### src/fpd_consts.svh
// register offsets, field positions, reset values and fixed factors of the pulse divider
`ifndef FPD_CONSTS_SVH
`define FPD_CONSTS_SVH

// ***************************************
// register byte offsets
// ***************************************
`define FPD_OFF_CTRL 12'h000
`define FPD_OFF_RES 12'h004
`define FPD_OFF_PITCH 12'h008
`define FPD_OFF_MAXSPD 12'h00c
`define FPD_OFF_EDGES 12'h010
`define FPD_OFF_STATUS 12'h014
`define FPD_OFF_MON_LO 12'h018
`define FPD_OFF_MON_HI 12'h01c

// ***************************************
// control and status fields
// ***************************************
`define FPD_CTRL_IDX_DIR 0
`define FPD_CTRL_SERIAL 1
`define FPD_CTRL_REV_SEL 2
`define FPD_CTRL_RESTART 3
`define FPD_ST_SET_ERR 0
`define FPD_ST_OVERSPD 1
`define FPD_ST_PHASE_A 2
`define FPD_ST_PHASE_B 3
`define FPD_ST_INDEX 4
`define FPD_ST_DIR_LO 5
`define FPD_ST_RES_LO 8

// ***************************************
// reset values and limits
// ***************************************
`define FPD_CTRL_DEF 3'h0
`define FPD_RES_MIN 13'h0001
`define FPD_RES_MAX 13'h1000
`define FPD_RES_DEF 13'h0014
`define FPD_PITCH_DEF 32'h000007d0
`define FPD_MAXSPD_DEF 16'h0032
`define FPD_EDGES_DEF 16'h1000

// ***************************************
// limit formula factors
// ***************************************
`define FPD_PITCH_DIV 48'h0000_0000_0064
`define FPD_LIMIT_MUL 48'h0000_0000_0048
`define FPD_PITCH_4UM 32'h00000190
`define FPD_SPD_CAP_4UM 16'h000a

`endif

### src/fpd_pkg.sv
// shared types of the scale feedback pulse divider
package fpd_pkg;

	typedef enum logic [1:0] {
		FPD_DIR_NONE,
		FPD_DIR_FWD,
		FPD_DIR_REV
	} fpd_dir_type;

endpackage : fpd_pkg

### src/fpd_sync2.sv
// two flip-flop synchroniser for pin inputs
`timescale 1ns/10ps
module fpd_sync2 #(
	parameter int W = 1
) (
	input wire logic clk,
	input wire logic rst,
	input wire logic [W-1:0] din,
	output logic [W-1:0] dout
);

	logic [W-1:0] meta_r;

	always_ff @(posedge clk) begin
		if (rst) begin
			meta_r <= '0;
			dout <= '0;
		end else begin
			meta_r <= din;
			dout <= meta_r;
		end
	end

endmodule : fpd_sync2

### src/fpd_top.sv
// scale feedback pulse divider: quadrature division, index gating, limit alarms, apb registers
//
// Implementation choices: the address map and the APB interface to the registers.
`timescale 1ns/10ps
`include "fpd_consts.svh"
module fpd_top #(
	parameter int ZW = 2,
	parameter int NZ = 4
) (
	input wire logic clk,
	input wire logic rst,
	input wire logic psel,
	input wire logic penable,
	input wire logic pwrite,
	input wire logic [11:0] paddr,
	input wire logic [31:0] pwdata,
	output logic [31:0] prdata,
	output logic pready,
	output logic pslverr,
	input wire logic scale_a_pin,
	input wire logic scale_b_pin,
	input wire logic scale_ref_pin,
	input wire logic [ZW-1:0] scale_zero_id_pin,
	input wire logic [31:0] detected_pitch,
	input wire logic [15:0] motor_speed,
	output logic feedback_phase_first_out,
	output logic feedback_phase_first_out_n,
	output logic feedback_phase_second_out,
	output logic feedback_phase_second_out_n,
	output logic feedback_index_out,
	output logic feedback_index_out_n,
	output logic setting_alarm,
	output logic overspeed_alarm,
	output fpd_pkg::fpd_dir_type move_dir
);
	import fpd_pkg::*;

	// ***************************************
	// apb register file
	// ***************************************
	logic [2:0] ctrl_r;
	logic restart_r;
	logic [12:0] res_r;
	logic [31:0] pitch_r;
	logic [15:0] maxspd_r;
	logic [15:0] edges_r;
	logic [31:0] prdata_r;
	logic access;
	logic setup;
	logic mapped;
	logic [31:0] rd_mux;

	logic [2:0] ctrl_act_r;
	logic [12:0] res_act_r;
	logic [31:0] pitch_act_r;
	logic [15:0] maxspd_act_r;
	logic [15:0] edges_act_r;
	logic set_err_r;
	logic overspd_r;
	logic [31:0] pitch_sel;

	assign access = psel & penable;
	assign setup = psel & ~penable;
	assign pready = 1'b1;
	assign pslverr = access & ~mapped;
	assign prdata = prdata_r;

	always_comb begin
		mapped = 1'b1;
		rd_mux = 32'h0000_0000;
		case (paddr)
			`FPD_OFF_CTRL: rd_mux = {29'h0000_0000, ctrl_r};
			`FPD_OFF_RES: rd_mux = {19'h0_0000, res_r};
			`FPD_OFF_PITCH: rd_mux = pitch_r;
			`FPD_OFF_MAXSPD: rd_mux = {16'h0000, maxspd_r};
			`FPD_OFF_EDGES: rd_mux = {16'h0000, edges_r};
			`FPD_OFF_STATUS: begin
				rd_mux[`FPD_ST_SET_ERR] = set_err_r;
				rd_mux[`FPD_ST_OVERSPD] = overspd_r;
				rd_mux[`FPD_ST_PHASE_A] = feedback_phase_first_out;
				rd_mux[`FPD_ST_PHASE_B] = feedback_phase_second_out;
				rd_mux[`FPD_ST_INDEX] = feedback_index_out;
				rd_mux[`FPD_ST_DIR_LO +: 2] = move_dir;
				rd_mux[`FPD_ST_RES_LO +: 13] = res_act_r;
			end
			`FPD_OFF_MON_LO: rd_mux = {16'h0000, detected_pitch[15:0]};
			`FPD_OFF_MON_HI: rd_mux = {16'h0000, detected_pitch[31:16]};
			default: mapped = 1'b0;
		endcase
	end

	// read data captured in setup phase, valid during access
	always_ff @(posedge clk) begin
		if (rst) begin
			prdata_r <= 32'h0000_0000;
		end else if (setup && !pwrite) begin
			prdata_r <= rd_mux;
		end
	end

	always_ff @(posedge clk) begin
		if (rst) begin
			ctrl_r <= `FPD_CTRL_DEF;
			res_r <= `FPD_RES_DEF;
			pitch_r <= `FPD_PITCH_DEF;
			maxspd_r <= `FPD_MAXSPD_DEF;
			edges_r <= `FPD_EDGES_DEF;
			restart_r <= 1'b0;
		end else begin
			restart_r <= 1'b0;
			if (access && pwrite) begin
				case (paddr)
					`FPD_OFF_CTRL: begin
						ctrl_r <= pwdata[2:0];
						restart_r <= pwdata[`FPD_CTRL_RESTART];
					end
					`FPD_OFF_RES: res_r <= pwdata[12:0];
					`FPD_OFF_PITCH: pitch_r <= pwdata;
					`FPD_OFF_MAXSPD: maxspd_r <= pwdata[15:0];
					`FPD_OFF_EDGES: edges_r <= pwdata[15:0];
					default: ;
				endcase
			end
		end
	end

	// ***************************************
	// settings applied at restart
	// ***************************************
	// copies taken only at restart
	always_ff @(posedge clk) begin
		if (rst) begin
			ctrl_act_r <= `FPD_CTRL_DEF;
			res_act_r <= `FPD_RES_DEF;
			pitch_act_r <= `FPD_PITCH_DEF;
			maxspd_act_r <= `FPD_MAXSPD_DEF;
			edges_act_r <= `FPD_EDGES_DEF;
		end else if (restart_r) begin
			ctrl_act_r <= ctrl_r;
			res_act_r <= res_r;
			pitch_act_r <= pitch_r;
			maxspd_act_r <= maxspd_r;
			edges_act_r <= edges_r;
		end
	end

	logic idx_both;
	logic serial_act;
	logic rev_sel;
	assign idx_both = ctrl_act_r[`FPD_CTRL_IDX_DIR];
	assign serial_act = ctrl_act_r[`FPD_CTRL_SERIAL];
	// stored only; phase form does not depend on it
	assign rev_sel = ctrl_act_r[`FPD_CTRL_REV_SEL];

	// ***************************************
	// limit checks and alarms
	// ***************************************
	logic [15:0] eff_spd;
	logic [47:0] res_side;
	logic [47:0] pitch_side;
	logic [47:0] spd_side;
	logic set_err_nxt;
	logic overspd_hit;

	always_comb begin
		pitch_sel = serial_act ? pitch_act_r : detected_pitch;
		eff_spd = maxspd_act_r;
		// speed cap for fine pitch on converter
		if (serial_act && pitch_sel == `FPD_PITCH_4UM && maxspd_act_r > `FPD_SPD_CAP_4UM) begin
			eff_spd = `FPD_SPD_CAP_4UM;
		end
	end

	// res * 100 * speed <= pitch * 72
	assign res_side = 48'(res_act_r) * `FPD_PITCH_DIV * 48'(eff_spd);
	assign pitch_side = pitch_sel * `FPD_LIMIT_MUL;
	assign spd_side = 48'(res_act_r) * `FPD_PITCH_DIV * 48'(motor_speed);

	assign set_err_nxt = (res_act_r < `FPD_RES_MIN) || (res_act_r > `FPD_RES_MAX) ||
		(16'(res_act_r) > edges_act_r) || (eff_spd == 16'h0000) || (res_side > pitch_side);

	assign overspd_hit = (spd_side > pitch_side) ||
		(serial_act && pitch_sel == `FPD_PITCH_4UM && motor_speed > `FPD_SPD_CAP_4UM);

	always_ff @(posedge clk) begin
		if (rst) begin
			set_err_r <= 1'b0;
		end else begin
			set_err_r <= set_err_nxt;
		end
	end

	always_ff @(posedge clk) begin
		if (rst) begin
			overspd_r <= 1'b0;
		end else if (overspd_hit) begin
			overspd_r <= 1'b1;
		end else if (restart_r) begin
			overspd_r <= 1'b0;
		end
	end

	assign setting_alarm = set_err_r;
	assign overspeed_alarm = overspd_r;

	// ***************************************
	// scale input decode
	// ***************************************
	logic a_s;
	logic b_s;
	logic ref_s;
	logic [ZW-1:0] zid_s;
	logic [1:0] gray_now;
	logic [1:0] gray_prev_r;
	logic [1:0] step;
	logic fwd_step;
	logic rev_step;
	logic ref_prev_r;
	fpd_dir_type dir_r;

	fpd_sync2 #(.W(3 + ZW)) u_sync (
		.clk(clk),
		.rst(rst),
		.din({scale_a_pin, scale_b_pin, scale_ref_pin, scale_zero_id_pin}),
		.dout({a_s, b_s, ref_s, zid_s})
	);

	assign gray_now = {a_s, a_s ^ b_s};
	assign step = gray_now - gray_prev_r;
	assign fwd_step = step == 2'h1;
	assign rev_step = step == 2'h3;

	always_ff @(posedge clk) begin
		if (rst) begin
			gray_prev_r <= 2'h0;
			ref_prev_r <= 1'b0;
			dir_r <= FPD_DIR_NONE;
		end else begin
			gray_prev_r <= gray_now;
			ref_prev_r <= ref_s;
			if (fwd_step) begin
				dir_r <= FPD_DIR_FWD;
			end else if (rev_step) begin
				dir_r <= FPD_DIR_REV;
			end
		end
	end
	assign move_dir = dir_r;

	// ***************************************
	// edge divider and quadrature output
	// ***************************************
	logic [16:0] acc_r;
	logic [16:0] acc_sum;
	logic [1:0] q_r;
	logic [1:0] q_nxt;
	logic out_on;
	logic a_nxt;

	assign out_on = ~set_err_r;
	assign acc_sum = acc_r + 17'(res_act_r);

	// fractional division: res output edges per edges input steps
	always_ff @(posedge clk) begin
		if (rst || restart_r) begin
			acc_r <= 17'h0_0000;
		end else if (out_on && fwd_step) begin
			acc_r <= (acc_sum >= 17'(edges_act_r)) ? acc_sum - 17'(edges_act_r) : acc_sum;
		end else if (out_on && rev_step) begin
			acc_r <= (acc_r < 17'(res_act_r)) ? acc_r + 17'(edges_act_r) - 17'(res_act_r) :
				acc_r - 17'(res_act_r);
		end
	end

	always_comb begin
		q_nxt = q_r;
		if (out_on && fwd_step && acc_sum >= 17'(edges_act_r)) begin
			q_nxt = q_r + 2'h1;
		end else if (out_on && rev_step && acc_r < 17'(res_act_r)) begin
			q_nxt = q_r - 2'h1;
		end
	end
	assign a_nxt = q_nxt[1];

	always_ff @(posedge clk) begin
		if (rst) begin
			q_r <= 2'h0;
			feedback_phase_first_out <= 1'b0;
			feedback_phase_first_out_n <= 1'b1;
			feedback_phase_second_out <= 1'b0;
			feedback_phase_second_out_n <= 1'b1;
		end else begin
			q_r <= q_nxt;
			feedback_phase_first_out <= q_nxt[1];
			feedback_phase_first_out_n <= ~q_nxt[1];
			feedback_phase_second_out <= q_nxt[1] ^ q_nxt[0];
			feedback_phase_second_out_n <= ~(q_nxt[1] ^ q_nxt[0]);
		end
	end

	// ***************************************
	// zero point gating and index pulse
	// ***************************************
	logic zero_cross;
	logic cross_fwd;
	logic emit;
	logic [NZ-1:0] seen;
	logic [NZ-1:0] seen_set;
	logic idx_pend_r;

	assign zero_cross = ref_s & ~ref_prev_r & (dir_r != FPD_DIR_NONE);
	assign cross_fwd = dir_r == FPD_DIR_FWD;

	assign emit = zero_cross & out_on &
		(serial_act | cross_fwd | (idx_both & seen[zid_s]));

	// one remembered flag per zero point
	genvar gi;
	generate
		for (gi = 0; gi < NZ; gi++) begin : g_zero
			assign seen_set[gi] = zero_cross & cross_fwd & out_on & (zid_s == ZW'(gi));
			fpd_zero_flag u_flag (
				.clk(clk),
				.rst(rst),
				.clear(restart_r),
				.set(seen_set[gi]),
				.seen(seen[gi])
			);
		end
	endgenerate

	// index aligned to one first-phase high pulse
	// restart drops a pending pulse unless the first phase rises in that cycle, a running one keeps its full width
	always_ff @(posedge clk) begin
		if (rst) begin
			idx_pend_r <= 1'b0;
			feedback_index_out <= 1'b0;
			feedback_index_out_n <= 1'b1;
		end else begin
			if (restart_r) begin
				idx_pend_r <= 1'b0;
			end else if (emit) begin
				idx_pend_r <= 1'b1;
			end else if (idx_pend_r && a_nxt && !feedback_phase_first_out) begin
				idx_pend_r <= 1'b0;
			end
			if (idx_pend_r && a_nxt && !feedback_phase_first_out) begin
				feedback_index_out <= 1'b1;
				feedback_index_out_n <= 1'b0;
			end else if (!a_nxt) begin
				feedback_index_out <= 1'b0;
				feedback_index_out_n <= 1'b1;
			end
		end
	end

endmodule : fpd_top

### src/fpd_zero_flag.sv
// remembers whether one zero point has been crossed forward since restart
`timescale 1ns/10ps
module fpd_zero_flag (
	input wire logic clk,
	input wire logic rst,
	input wire logic clear,
	input wire logic set,
	output logic seen
);

	always_ff @(posedge clk) begin
		if (rst) begin
			seen <= 1'b0;
		end else if (set) begin
			seen <= 1'b1;
		end else if (clear) begin
			seen <= 1'b0;
		end
	end

endmodule : fpd_zero_flag

### config.mk
export PLATFORM = sky130hd
export DESIGN_NAME = fpd_top
export DESIGN_NICKNAME = d
export VERILOG_FILES = /design/src/fpd_pkg.sv /design/src/fpd_sync2.sv /design/src/fpd_top.sv /design/src/fpd_zero_flag.sv
export VERILOG_INCLUDE_DIRS = /design/src
export SDC_FILE = /design/constraint.sdc
export NUM_CORES = 2
export LEC_CHECK = 0
export ABC_AREA = 1
export BUFFER_PORTS_ARGS = -buffer_cell sky130_fd_sc_hd__buf_4
export CORE_MARGIN = 3
export CORE_UTILIZATION = 50
export CTS_CLUSTER_DIAMETER = 50
export DETAILED_ROUTE_END_ITERATION = 6
export PLACE_DENSITY = 0.69
export SLEW_MARGIN = 15
export SYNTH_ARGS = -nofsm -noshare
export SYNTH_HDL_FRONTEND = slang
export SYNTH_SLANG_ARGS = --single-unit
### constraint.sdc
create_clock -name clk -period 11.63 [get_ports clk]
set_clock_uncertainty 0.1 [all_clocks]
set_input_delay 0.5815 -clock clk [delete_from_list [all_inputs] [get_ports clk]]
set_output_delay 0.5815 -clock clk [all_outputs]
set_load 0.02 [all_outputs]
* After elaboration in Yosys (flattened, before gate mapping) *
Cells that the tools add are included.

operators by class
  add/sub/neg operators = 8
  multiply operators = 4
  magnitude comparators = 10
  equal/unequal tests = 15
  muxes and demuxes = 29
  bitwise gates (word level) = 26
  reduce and logical (&&, ||, !) cells = 40

operators with widths
  cell                                                             number
  one-hot mux 13 bit (7 select lines)                              1
  greater-than comparator 36 x 39 -> 1 bit                         2
  multiplier 18 x 16 -> 34 bit                                     2
  two-way mux 17 bit                                               4
  one-hot mux 7 bit (8 select lines)                               1
  == test 12 x 5 -> 1 bit (second input constant)                  4
  multiplier 32 x 4 -> 36 bit (second input constant)              1
  subtractor 17 x 13 -> 17 bit                                     2
  == test 32 x 9 -> 1 bit (second input constant)                  1
  greater-than comparator 16 x 4 -> 1 bit (second input constant)  2
  two-way mux 32 bit                                               1
  == test 12 x 4 -> 1 bit (second input constant)                  2
  multiplier 13 x 5 -> 18 bit (second input constant)              1
  nonzero test 2 bit                                               9
  adder 17 x 13 -> 17 bit                                          1
  adder 17 x 16 -> 17 bit                                          1
  >= comparator 17 x 16 -> 1 bit                                   1
  less-than comparator 17 x 13 -> 1 bit                            1
  subtractor 17 x 16 -> 17 bit                                     1
  greater-than comparator 13 x 16 -> 1 bit                         1
  zero test 16 bit                                                 1
  two-way mux 1 bit                                                16
  two-way mux 16 bit                                               1
  bitwise AND 1 bit                                                14
  26 further kinds                                                 61

word-level totals
  register bits after elaboration = 239
  input bits = 102
  output and inout bits = 44
  logic and storage cells = 165

* Logic depth before layout (Yosys ltp) *
  depth after elaboration = 11
  mapped depth = 54
  mapped depth without buffers = 52

* Modules after synthesis *
From an unflattened synthesis, not the netlist that was laid out.

unflattened totals
  cells, all modules = 5,207
  area, all modules = 38,216.7 um^2

modules (own cells, without submodules)
  module         instances  cells each  area each (um^2)  sequential area each (um^2)
  fpd_top        1          5,156       37,770.0          4,484.3
  fpd_sync2      1          31          286.5             200.2
  fpd_zero_flag  4          5           40.0              20.0

* Least setup slack after synthesis *
No wires, ideal clock.

  kind = reg-to-reg
  start point = register res_act_r[1]
  end point = register overspd_r (netlist: overspeed_alarm)
  library setup time = 132 ps
  arrival = 9,353 ps
  data required time = 11,398 ps
  path slack = 2,044 ps
  stages on the path, launching flop included = 45
  path buffers = 2
  clock period less this slack = 9,586 ps
  path through = dfxtp_1 -> inv_1 -> clkbuf_1 -> ha_1 -> ha_1 -> fa_1 -> ha_1 -> a21oi_1 -> o21ai_1 -> a21oi_1 -> or2_2 -> nand2_1 -> a21oi_1 -> or2_2 -> nand2_1 -> buf_2 -> nor2_1 -> fa_1 -> [... 9 more ...] -> ha_1 -> nand2_1 -> nor4_1 -> nand3_1 -> nand3_1 -> nand2_1 -> nand2_1 -> a21boi_0 -> o21ai_0 -> xor2_1 -> ha_1 -> nand4_1 -> nor4b_1 -> nand3b_1 -> nor3_1 -> nand3_1 -> nand4_1 -> a21oi_1

on the way
  longest elaborated chain between the ends = 5
  elaborated cells on any way between the ends = 6
  those cells by class = mul (2); order compare (1); mux (1); reduce/logical (2)

ends and longest elaborated chain
  item                                                            line            text
  start: declaration                                              fpd_top.sv:54   logic [12:0] res_act_r;
  start signal: assignment                                        fpd_top.sv:134  res_act_r <= `FPD_RES_DEF;
  start signal: assignment                                        fpd_top.sv:140  res_act_r <= res_r;
  multiplier 13 x 5 -> 18 bit (no line) (*)                       -
  multiplier 18 x 16 -> 34 bit (*)                                fpd_top.sv:177  assign spd_side = 48'(res_act_r) * `FPD_PITCH_DIV * 48'(motor_speed);
  greater-than comparator 36 x 39 -> 1 bit (*)                    fpd_top.sv:182  assign overspd_hit = (spd_side > pitch_side) ||
  logical OR 1 bit (*)                                            fpd_top.sv:182
  two-way mux 1 bit / nonzero test 2 bit (equally long branches)  -
  end signal: assignment                                          fpd_top.sv:195  overspd_r <= 1'b0;
  end signal: assignment                                          fpd_top.sv:197  overspd_r <= 1'b1;
  end signal: assignment                                          fpd_top.sv:199  overspd_r <= 1'b0;
  end: declaration                                                fpd_top.sv:59   logic overspd_r;

Mark *: on every way between the ends. The rest lies on a longest branch, timed or not.
A chain may end at the register's enable or synchronous reset.

* Worst setup path after layout *
  start point = register res_act_r[3]
  end point = register overspd_r (netlist: overspeed_alarm)

Same word-level chain as after synthesis.

==> reports/qor.yml <==
status: "finished, violations left"
failed_checks: "DRC"
fin_tns_setup_ps: 0
power_leakage_uw: 0.0211
synthTopCellsByArea: "fa_1, ha_1, dfxtp_1, inv_1, nand2_1"
wl_per_cell_um: 20.0
p_seq_share_pct: 18.9
clk_pin_slew_worst_paths_ps: 60
fill_cells: 7277
worstPathRequired_ps: 11950
syn2layout_area_growth_pct: 7.20
power_uw: 4520
synth_cell_types: 59
timing.final.max_slew_violations: 0
synth_top_cell_area_share_pct: 24.9
initial_utilization_pct: 50.6
irDropWorstVdd_v: 0.000159
met3_usage_pct: 3.79
die_w_um: 281
die_area_mm2: 0.0788
syn_nets: 6143
totalWireLength_um: 122000
gp_congestion: 0.987
dp_hpwl_um: 98800
p_per_area_mw_per_mm2: 112
ant_nets: 0
htreeDepth: 1
die_y_um: 281
cp_slowest_cell: "inv_1"
critPathMaxStageDelay_ps: 790
startpoint_type: "flip-flop"
rsz0062_at_grt: "no"
clock_sinks: 238
worstPathArrival_ps: 11190
drt_first_pass_iters: 7
coreArea_mm2: 0.0746
antenna_found_initial: 0
tightestPinTransition_ps: 1290
grt.met2_usage_pct: 49.3
cts_tree: "done"
drive_gt1_share_pct: 5.76
grt_pass1_wl_um: 190000
crit_path_frequent_cell: "fa_1"
crit_path_end_kind: "flip-flop"
synth_area_mm2: 0.0378
synth-async-reset-ratio_pct: 0
ios: 146
max_freq_ghz: 0.0919
cts_setup_buffers: 0
finalSetupViolCount: 0
p_int_uw: 2260
synth_edf_count: 0
cp_max_fo: 19
synth-seq-cells: 238
grt-ovfl-total: 0
p_comb_share_pct: 61.8
dpl_cell_area_mm2: 0.0396
num-nets-final: 6176
syn_inst: 5092
globalRouteMet1Util_pct: 43.9
grt_max_degree: 127
ys.flop_type: "dfxtp_1"
grt_usage_pct: 31.1
yosysTopAreaCell: "fa_1"
hold_viol: 0
busiest_layer: "met2"
grt_pass1_vias: 32656
final_cell_area_mm2: 0.0405
syn_area_per_cell_um2: 7.42
ys_seq_area_share_pct: 12.6
p_clk_share_pct: 19.2
synth_common_cells: "inv_1, nand2_1, ha_1"
final.min_clock_period_ps: 10880
num_rows: 100
path_class: "flip-flop to flip-flop"
slew_headroom_pct: 13.0
cts_made_buffers: 26
switchingPower_uw: 2250
hold_path.class: "input port to flip-flop"
vias: 33660
io_buffers: 144
clock_latency_ps: 570
clockBufferDepth: 3
yosysMostFrequentCell: "inv_1"
yosys_warnings: 0
ctsHoldBuffers: 0
drt_iter0_drc: 3105
period_share_pct: 93.5
drc: 2
p_sw_share_pct: 49.9
drv_cap: 0
viasPerCell: 5.51
cts_root_buf: "clkbuf_16"
[layout make-up]
cell class	count	area, µm²	area share, %
multi-input combinational	3581	28100	69.5
sequential	238	4770	11.8
inverter	1093	4110	10.2
timing repair buffer	185	1390	3.43
tap	969	1210	3.00
clock buffer	34	721	1.78
clock inverter	12	163	0.402
antenna	1	2.50	0.00618
[placed cells by master, fill, tap and decap left out, drive strengths merged, types with 3 or more instances in the layout]
| cell | n |
|---|---|
| nand2 | 953 |
| nor3 | 42 |
| nand4 | 33 |
| o211ai | 25 |
| o21a | 11 |
| nor2 | 438 |
| dfxtp | 238 |
| fa | 469 |
| xnor2 | 48 |
| ha | 480 |
| clkbuf | 34 |
| inv | 1089 |
| o21bai | 28 |
| or2 | 12 |
| a31oi | 17 |
| o22ai | 48 |
| o21ai | 293 |
| nor4 | 12 |
| xor2 | 94 |
| a21oi | 376 |
| nand3b | 3 |
| a221oi | 8 |
| a21o | 10 |
| a21boi | 14 |
| a211oi | 24 |
| buf | 185 |
| o31ai | 14 |
| nand3 | 110 |
| clkinv | 12 |
[logic make-up after synthesis]
kind of cell    Yosys count  synth area share, %
compound gates          883                 13.1
xor+xnor                142                 3.29
fa+ha+maj               949                 40.8
buf+inv                1273                 13.0
flops                   238                 12.6
other cells               1              0.00993
simple gates           1606                 17.2
[per-layer routing]
layer / vias up / part of all wire [%] / routed length, µm
li1: 15925 / - / -
met1: 16035 / 43 / 53100
met2: 1481 / 45 / 54500
met3: 219 / 8.0 / 9740
met4: 0 / 3.9 / 4730
met5: - / 0 / 0
[power groups by stage]
stage	Combinational, µW	Clock, µW	Sequential (µW)
3_5_place_dp	2740	0	873
6_report	2790	869	855
5_1_grt	3120	905	857
4_1_cts	2770	872	854
3_3_place_gp	2730	0	873
2_1_floorplan	1870	0	873
[stage by stage]
| step | utilization [%] | worst slack [ps] | cells | hold slack, ps |
|---|---|---|---|---|
| after CTS | 54.3 | 638 | 6112 | 118 |
| after floorplan | - | 2040 | 5092 | 288 |
| after detailed placement | 53.1 | 654 | 6066 | 299 |
| after global routing | 54.3 | 23.2 | 6112 | 132 |
| final | 54.3 | 754 | 6113 | 126 |
| after global placement | 53.1 | 812 | 6066 | 294 |
[worst paths after layout]
| kind | startpoint | slack, ps | cells after the start | endpoint |
|---|---|---|---|---|
| worst max-delay path | res_act_r[3] | 750 | 40 | overspeed_alarm |
| worst min-delay path | scale_zero_id_pin[1] | 130 | 3 | u_sync.meta_r[1] |
| worst max register to register | res_act_r[3] | 750 | 40 | overspeed_alarm |
| worst min register to register | u_sync.meta_r[1] | 310 | 2 | u_sync.dout[1] |
[critical path: cells and delay by family (launching register included)]
| kind | cells | cell delay [ps] |
|---|---|---|
| fa+ha+maj | 12 | 5340 |
| xor+xnor | 1 | 130 |
| compound gates | 6 | 940 |
| buf+inv | 6 | 1460 |
| simple gates | 15 | 2220 |
| flops | 1 | 540 |
[registers in the layout, summed over array words and instances, names as in the netlist, 2 cells and up]
| signal | cells |
|---|---|
| acc_r | 17 |
| res_act_r | 13 |
| ctrl_act_r | 2 |
| gray_prev_r | 2 |
| prdata | 32 |
| edges_r | 16 |
| maxspd_act_r | 16 |
| u_sync.meta_r | 5 |
| pitch_act_r | 32 |
| edges_act_r | 16 |
| maxspd_r | 16 |
| res_r | 13 |
| g_zero.u_flag.seen | 4 |
| ctrl_r | 3 |
| u_sync.dout | 5 |
| pitch_r | 32 |
| move_dir | 2 |
[timing repair]
item | 4_1_cts | 5_1_grt
hold endpoints to repair | 0 | 0
gates resized for setup | 0 | 5
setup endpoints to repair | 0 | 2
No activity file was read; power rests on OpenSTA's default activity.
